[src/design/sspm_pkg.sv]
// Constants and types for the switching sync mode control block
// Overview of operation
// - The switching configuration mode follows the value written with the phase-mode command.
// - In standalone mode (0x0000) the sync pin is released after power up and switching runs at the own frequency.
// - In master mode (0x0100) the sync pin is driven after power up with a 50 % duty pulse between low and high.
// - In master mode the sync pulse stays in phase with the own switching node.
// - In slave in phase mode (0x0120) the external clock on the sync pin sets the switching phase, in phase.
// - In slave 180 degree mode (0x0121) the switching node runs half a period away from the external clock.
// - In a slave mode an external clock present on the sync pin replaces the own switching frequency.
// - During power up the frequency-set resistor is sensed once and gives the default switching period.
// - A frequency command replaces the default period taken from the resistor measurement.
package sspm_pkg;
    localparam logic [15:0] PH_STANDALONE = 16'h0000;
    localparam logic [15:0] PH_MASTER = 16'h0100;
    localparam logic [15:0] PH_SLAVE_IN = 16'h0120;
    localparam logic [15:0] PH_SLAVE_180 = 16'h0121;
    localparam int PER_W = 16;
    localparam logic [15:0] PER_RESET = 16'h0064;
    localparam logic [15:0] PER_MIN = 16'h0004;
    // External clock counts as lost after this many cycles with no rising edge
    localparam logic [16:0] SYNC_LOST_CNT = 17'h10000;
    typedef enum logic [1:0] {
        SSPM_STANDALONE = 2'b00,
        SSPM_MASTER = 2'b01,
        SSPM_SLAVE_IN = 2'b10,
        SSPM_SLAVE_180 = 2'b11
    } sspm_mode_t;
endpackage : sspm_pkg

[src/design/sspm_ctrl.sv]
// Switching clock generator with standalone, master and slave sync modes
`timescale 1ns/10ps
`default_nettype none
module sspm_ctrl (
    input wire logic core_clk_i,
    input wire logic rst_i,
    input wire logic [15:0] phase_mode_command_i,
    input wire logic phase_mode_wr_i,
    input wire logic [15:0] freq_cmd_period_i,
    input wire logic freq_cmd_wr_i,
    input wire logic [15:0] freq_set_resistor_period_i,
    input wire logic freq_set_resistor_valid_i,
    input wire logic freq_set_sync_pin_i,
    output logic freq_set_sync_pin_o,
    output logic freq_set_sync_pin_oe_o,
    output logic sense_req_o,
    output logic sw_node_o,
    output logic [1:0] mode_o,
    output logic sync_locked_o,
    output logic [15:0] period_o
);
    sspm_pkg::sspm_mode_t mode_r;
    logic powered_r;
    logic [15:0] def_per_r;
    logic [15:0] cnt_r;
    logic sw_r;
    logic ext_rise;
    logic ext_present;
    logic [15:0] ext_per;
    logic slave;
    logic [15:0] act_per;
    logic wrap;

    sspm_sync_detect u_det (
        .core_clk_i(core_clk_i),
        .rst_i(rst_i),
        .pin_i(freq_set_sync_pin_i),
        .rise_o(ext_rise),
        .present_o(ext_present),
        .period_o(ext_per)
    );

    always_ff @(posedge core_clk_i) begin
        if (rst_i) begin
            mode_r <= sspm_pkg::SSPM_STANDALONE;
        end else if (phase_mode_wr_i) begin
            case (phase_mode_command_i)
                sspm_pkg::PH_STANDALONE: mode_r <= sspm_pkg::SSPM_STANDALONE;
                sspm_pkg::PH_MASTER: mode_r <= sspm_pkg::SSPM_MASTER;
                sspm_pkg::PH_SLAVE_IN: mode_r <= sspm_pkg::SSPM_SLAVE_IN;
                sspm_pkg::PH_SLAVE_180: mode_r <= sspm_pkg::SSPM_SLAVE_180;
                // Unknown codes keep the current mode
                default: mode_r <= mode_r;
            endcase
        end
    end

    // Power up ends when the single resistor measurement lands
    always_ff @(posedge core_clk_i) begin
        if (rst_i) begin
            powered_r <= 1'b0;
            def_per_r <= sspm_pkg::PER_RESET;
        end else if (!powered_r && freq_set_resistor_valid_i) begin
            powered_r <= 1'b1;
            def_per_r <= (freq_set_resistor_period_i < sspm_pkg::PER_MIN) ? sspm_pkg::PER_MIN
                         : freq_set_resistor_period_i;
        end else if (powered_r && freq_cmd_wr_i) begin
            // Command wins over the sensed default
            def_per_r <= (freq_cmd_period_i < sspm_pkg::PER_MIN) ? sspm_pkg::PER_MIN
                         : freq_cmd_period_i;
        end
    end

    assign sense_req_o = ~powered_r;
    assign slave = (mode_r == sspm_pkg::SSPM_SLAVE_IN) || (mode_r == sspm_pkg::SSPM_SLAVE_180);
    assign act_per = (slave && ext_present && ext_per >= sspm_pkg::PER_MIN) ? ext_per : def_per_r;
    assign wrap = (cnt_r >= act_per - 16'h0001);

    // Counter restarts on the external edge so the node tracks its phase
    always_ff @(posedge core_clk_i) begin
        if (rst_i || !powered_r) begin
            cnt_r <= '0;
        end else if (slave && ext_present && ext_rise) begin
            cnt_r <= 16'h0001;
        end else if (wrap) begin
            cnt_r <= '0;
        end else begin
            cnt_r <= cnt_r + 16'h0001;
        end
    end

    // High for the first half of the period; 180 mode with an external clock present takes the second half, less its last cycle
    always_ff @(posedge core_clk_i) begin
        if (rst_i || !powered_r) begin
            sw_r <= 1'b0;
        end else if (mode_r == sspm_pkg::SSPM_SLAVE_180 && ext_present) begin
            sw_r <= (cnt_r >= (act_per >> 1)) && !(ext_rise) && !wrap;
        end else begin
            sw_r <= (cnt_r < (act_per >> 1)) || (ext_rise && slave && ext_present);
        end
    end

    assign sw_node_o = sw_r;
    // Pin carries the node itself in master mode, so phase cannot drift
    assign freq_set_sync_pin_o = sw_r;
    assign freq_set_sync_pin_oe_o = powered_r && (mode_r == sspm_pkg::SSPM_MASTER);
    assign mode_o = mode_r;
    assign sync_locked_o = slave && ext_present;
    assign period_o = act_per;

    mode_cmd_a: assert property (@(posedge core_clk_i) disable iff (rst_i)
        phase_mode_wr_i && phase_mode_command_i == sspm_pkg::PH_MASTER |=> mode_o == 2'b01)
        else $error("phase-mode write did not select master");
    pin_release_a: assert property (@(posedge core_clk_i) disable iff (rst_i)
        mode_o != 2'b01 |-> !freq_set_sync_pin_oe_o)
        else $error("sync pin driven outside master mode");
    master_drive_a: assert property (@(posedge core_clk_i) disable iff (rst_i)
        $past(powered_r) && powered_r && mode_o == 2'b01 |-> freq_set_sync_pin_oe_o)
        else $error("master does not drive sync pin");
    master_phase_a: assert property (@(posedge core_clk_i) disable iff (rst_i)
        freq_set_sync_pin_oe_o |-> freq_set_sync_pin_o == sw_node_o)
        else $error("sync output out of phase with node");
    slave_in_a: assert property (@(posedge core_clk_i) disable iff (rst_i)
        mode_o == 2'b10 && ext_present && ext_rise && powered_r |=> sw_node_o)
        else $error("in-phase slave not high after external edge");
    slave_180_a: assert property (@(posedge core_clk_i) disable iff (rst_i)
        mode_o == 2'b11 && ext_present && ext_rise && powered_r |=> !sw_node_o)
        else $error("180 slave not low after external edge");
    ext_freq_a: assert property (@(posedge core_clk_i) disable iff (rst_i)
        slave && ext_present && ext_per >= sspm_pkg::PER_MIN |-> period_o == ext_per)
        else $error("external period not taken");
    sense_once_a: assert property (@(posedge core_clk_i) disable iff (rst_i)
        powered_r |=> powered_r && !sense_req_o)
        else $error("resistor sensed again");
    freq_cmd_a: assert property (@(posedge core_clk_i) disable iff (rst_i)
        powered_r && freq_cmd_wr_i && freq_cmd_period_i >= sspm_pkg::PER_MIN
        |=> def_per_r == $past(freq_cmd_period_i))
        else $error("frequency command ignored");
    no_clock_a: assert property (@(posedge core_clk_i) disable iff (rst_i)
        !ext_present |-> period_o == def_per_r)
        else $error("default period not used without clock");
    unknown_code_a: assert property (@(posedge core_clk_i) disable iff (rst_i)
        phase_mode_wr_i && phase_mode_command_i != sspm_pkg::PH_STANDALONE
        && phase_mode_command_i != sspm_pkg::PH_MASTER && phase_mode_command_i != sspm_pkg::PH_SLAVE_IN
        && phase_mode_command_i != sspm_pkg::PH_SLAVE_180 |=> mode_o == $past(mode_o))
        else $error("unknown phase-mode code changed the mode");
    powerup_release_a: assert property (@(posedge core_clk_i) disable iff (rst_i)
        !powered_r |-> !freq_set_sync_pin_oe_o)
        else $error("sync pin driven before power up");
    powerup_quiet_a: assert property (@(posedge core_clk_i) disable iff (rst_i)
        !powered_r |=> !sw_node_o)
        else $error("node switching before power up");
    master_start_a: assert property (@(posedge core_clk_i) disable iff (rst_i)
        powered_r && mode_r == sspm_pkg::SSPM_MASTER && cnt_r == 16'h0000 |=> freq_set_sync_pin_o)
        else $error("master pulse not high at period start");
    // Restart on the edge is what keeps the slave node locked to the far clock
    slave_restart_a: assert property (@(posedge core_clk_i) disable iff (rst_i)
        slave && ext_present && ext_rise && powered_r |=> cnt_r == 16'h0001)
        else $error("slave counter not restarted on external edge");
    lock_mode_a: assert property (@(posedge core_clk_i) disable iff (rst_i)
        sync_locked_o |-> mode_o[1])
        else $error("lock shown outside slave mode");
    sense_take_a: assert property (@(posedge core_clk_i) disable iff (rst_i)
        !powered_r && freq_set_resistor_valid_i && freq_set_resistor_period_i >= sspm_pkg::PER_MIN
        |=> def_per_r == $past(freq_set_resistor_period_i))
        else $error("resistor measurement not taken");
    early_cmd_a: assert property (@(posedge core_clk_i) disable iff (rst_i)
        !powered_r && freq_cmd_wr_i && !freq_set_resistor_valid_i |=> def_per_r == $past(def_per_r))
        else $error("frequency command taken before power up");
    min_period_a: assert property (@(posedge core_clk_i) disable iff (rst_i)
        def_per_r >= sspm_pkg::PER_MIN)
        else $error("default period below minimum");
    own_period_a: assert property (@(posedge core_clk_i) disable iff (rst_i)
        !slave |-> period_o == def_per_r)
        else $error("own period not used outside slave mode");
endmodule : sspm_ctrl
`default_nettype wire

[src/design/sspm_sync_detect.sv]
// Sync pin input synchroniser, edge finder and period meter
`timescale 1ns/10ps
`default_nettype none
module sspm_sync_detect (
    input wire logic core_clk_i,
    input wire logic rst_i,
    input wire logic pin_i,
    output logic rise_o,
    output logic present_o,
    output logic [15:0] period_o
);
    logic meta_r;
    logic sync_r;
    logic last_r;
    logic [16:0] cnt_r;

    // First stage read only by the second stage
    always_ff @(posedge core_clk_i) begin
        if (rst_i) begin
            meta_r <= 1'b0;
            sync_r <= 1'b0;
            last_r <= 1'b0;
        end else begin
            meta_r <= pin_i;
            sync_r <= meta_r;
            last_r <= sync_r;
        end
    end

    assign rise_o = sync_r & ~last_r;

    always_ff @(posedge core_clk_i) begin
        if (rst_i) begin
            cnt_r <= '0;
            present_o <= 1'b0;
            period_o <= '0;
        end else if (rise_o) begin
            cnt_r <= 17'h00001;
            // Needs two edges before the measured period is trusted
            present_o <= (cnt_r != '0) && (cnt_r < sspm_pkg::SYNC_LOST_CNT);
            period_o <= cnt_r[15:0];
        end else if (cnt_r != '0 && cnt_r < sspm_pkg::SYNC_LOST_CNT) begin
            cnt_r <= cnt_r + 17'h00001;
        end else if (cnt_r != '0) begin
            present_o <= 1'b0;
            cnt_r <= '0;
        end
    end
endmodule : sspm_sync_detect
`default_nettype wire

[config.mk]
export PLATFORM = sky130hd
export DESIGN_NAME = sspm_ctrl
export DESIGN_NICKNAME = d
export VERILOG_FILES = /design/src/design/sspm_pkg.sv /design/src/design/sspm_ctrl.sv /design/src/design/sspm_sync_detect.sv
export SDC_FILE = /design/constraint.sdc
export NUM_CORES = 1
export LEC_CHECK = 0
export BUFFER_PORTS_ARGS = -buffer_cell sky130_fd_sc_hd__buf_2
export CORE_MARGIN = 2
export CORE_UTILIZATION = 50
export CTS_CLUSTER_SIZE = 30
export DETAILED_ROUTE_END_ITERATION = 8
export PLACE_DENSITY = 0.75
export SLEW_MARGIN = 10
export SYNTH_ARGS = -nofsm -noshare
export SYNTH_HDL_FRONTEND = slang
export SYNTH_SLANG_ARGS = --single-unit
[constraint.sdc]
create_clock -name core_clk_i -period 4.27 [get_ports core_clk_i]
set_input_delay 0.427 -clock core_clk_i [delete_from_list [all_inputs] [get_ports core_clk_i]]
set_output_delay 0.427 -clock core_clk_i [all_outputs]
set_load 0.1 [all_outputs]
==> metrics.txt <==
Net Count, Synth 637; Die Area 9540 um2; status finished, final reports clean; CP endpoint freq_set_sync_pin_o; switching power about 0.6 mW; Tmin final 4.06 ns; most area-hungry cell type in the Yosys netlist dfxtp_1; WP data required 4.57 ns; vias 4356; Antenna diodes 0; Pwr per Cell Area 310 nW/um2; sequential power share 0.442; share of the synthesized area in the top cell type 0.333; max cap viols 0; ys async rst share 0; largest cells by area after synthesis dfxtp_1 33%, ha_1 8.6%, nor2_1 6.7%; number of nets with antenna violations after routing 0; critical path class reg2reg; Final Net Count 725; area grow syn2layout 21.9%; Initial Util 0.510; grt met3 use 0.0612; met1 Usage GRT 0.316; Worst setup SP type flop; sequential area share after synthesis 0.333; CP Depth 18; Tcrit/Tclk final 0.950; Congestion Overflow GR 0; Max VDD drop approximately 380 uV; initial DRC count 213; Fin. Hold Viols 0; Bufs and invs on worst path 2; worst endpoint data arrival time 4.36 ns; post-synthesis cell type count 59; Worst slew margin 0.404; clk_skew about 0.017 ns; CTS tree done; CP top delay family simple AND/OR/NAND/NOR gates; Final Util 0.622; row cnt 34; DRT Pass-1 Iters 5; flops & latches, synth 73; met2 Use GR 0.440; Post-synth EDFFs 0; IO Count 77; die height 97.7 um; Syn Inst Count 553; Final Power 1.66 mW; max-slew violations 0; Syn Std Cell Area approximately 4400 um2; slew of the pin with the lowest slew margin 0.894 ns; leakage power 2.33 nW; Primary FF master, synth dfxtp_1; Clk pwr share 0.314; top-count cell post-synth nor2_1; WL/cell 16.0 um; internal power 1.05 mW; yosys warns 0; RR Endpoint freq_set_sync_pin_o; # DRC 0; WL final 12100 um; CP peak stage delay 0.41 ns; DR vias/cell a little under 6; Clock Root Buffer clkbuf_8; Total GRT Usage 0.253; dpl cell area ~5000 um2; non-filler cells, final 754; Reg2Reg Depth 18; Comb pwr share 0.244; r2r setup slk roughly 0.21 ns; number of buffers added on ports 76; DP Cell Count 734; DIE WIDTH ~100 um; dpl ws -0.0762 ns; setup TNS 0 ns; Finish-stage setup viols 0; worst hold path class in2reg; synth cell count leaders 78 x nor2_1, 73 x dfxtp_1, 70 x nand2_1; Clock Tree Buf Depth 2; initial antenna violation count 0; switching share of total power 0.364; Clock transition at path regs 0.08 ns; Final GP Congestion 0.937; layout cells sized above 1 0.218; final instance area 5350 um2; Worst setup EP type flop; core area 8590 um2; # hold bufs at CTS 0; largest net degree at the start of global routing 39; maximum fanout along the worst path 7; clk_lat worst skew 0.36 ns; maximum clock frequency 247 MHz; crit-path cells nor4_4 > nand4_4 > nand2_4 > mux2i_1 > ha_1 > inv_1 > nor4_4 > nand4_1 > xnor2_1 > ha_1 > nand4_1 > inv_1 > a21oi_2 > o41ai_4 > nor3b_2 > nor4b_2 > o211ai_1 > a21bo_1; Final Hold Slack 0.282 ns; htree depth 3; GRT Max-Usage Layer met2; number of global-route vias before repair roughly 4100; r2r startpoint u_det.period_o[5]; Worst Setup SP u_det.period_o[5]; Final WS setup 0.214 ns; Crit-path slowest cell nor4_4; first-pass GRT wire length 19700 um; CTS sink cnt 73; total CTS buffers 9; mean post-synth cell area between 7 and 8 um2; Final HPWL DP 9300 um
==> registers in the layout (all words and copies together) (netlist names) <==
signal / flops
powered_r: 1
u_det.period_o: 16
cnt_r: 16
mode_o: 2
u_det.present_o: 1
u_det.meta_r: 1
def_per_r: 16
u_det.cnt_r: 17
freq_set_sync_pin_o: 1
u_det.sync_r: 1
u_det.last_r: 1
==> worst min-delay path by stage <==
stage	cells past startpoint	startpoint	to	slack, ns
final	2	freq_set_sync_pin_i	u_det.meta_r	0.28
after global routing	3	freq_set_resistor_period_i[6]	def_per_r[6]	0.32
after CTS	2	freq_set_sync_pin_i	u_det.meta_r	0.27
after detailed placement	1	u_det.meta_r	u_det.sync_r	0.45
after global placement	1	u_det.meta_r	u_det.sync_r	0.42
after floorplan	1	u_det.meta_r	u_det.sync_r	0.41
==> placed cells by master, fill, tap and decap left out, types with 5 or more instances in the layout <==
master	count
nor2_1	78
buf_2	76
dfxtp_1	71
nand2_1	69
inv_1	37
a21oi_1	33
xnor2_1	32
ha_1	30
nand3_1	23
buf_4	18
o21ai_0	14
xor2_1	13
nor4_1	13
nand4_1	12
mux2i_1	10
nor3_1	9
clkbuf_8	9
a222oi_1	8
nor2b_1	6
a311oi_1	5
==> area by class of cell <==
cell class | instances | area, um2
repair buffers | 95 | 536
well taps | 108 | 135
clock buffers | 9 | 124
flip-flops and latches | 73 | 1470
multi-input cells | 423 | 2880
fillers | 778 | 3250
clock inverters | 7 | 61.3
inverters | 39 | 149
==> power groups by stage <==
stage | logic [mW] | clock network, mW | registers (mW)
final | 0.405 | 0.520 | 0.732
after global routing | 0.440 | 0.560 | 0.737
after CTS | 0.388 | 0.534 | 0.731
after detailed placement | 0.385 | 0 | 0.747
after global placement | 0.376 | 0 | 0.746
after floorplan | 0.282 | 0 | 0.742
==> routing by layer <==
| metal | up-vias | part of all wire |
|---|---|---|
| met5 | - | 0 |
| met4 | 0 | 0.011 |
| met3 | 16 | 0.054 |
| met2 | 128 | 0.50 |
| met1 | 2074 | 0.44 |
| li1 | 2138 | - |
==> cells by family after synthesis <==
| group | share of synthesized area |
|---|---|
| multiplexers | 0.0302 |
| flip-flops | 0.333 |
| adder cells (fa/ha/maj) | 0.0902 |
| AND/OR/NAND/NOR | 0.264 |
| AO/OA/AOI/OAI | 0.143 |
| buffers and inverters | 0.0502 |
| XOR/XNOR | 0.0899 |
==> what timing repair did <==
| item | 4_1_cts | 5_1_grt |
|---|---|---|
| pin swaps | 0 | 7 |
| cloned | 0 | 0 |
| setup endpoints to repair | 16 | 16 |
| resized for setup | 3 | 19 |
| setup buffers | 0 | 4 |
No activity file was read; power rests on OpenSTA's default activity.
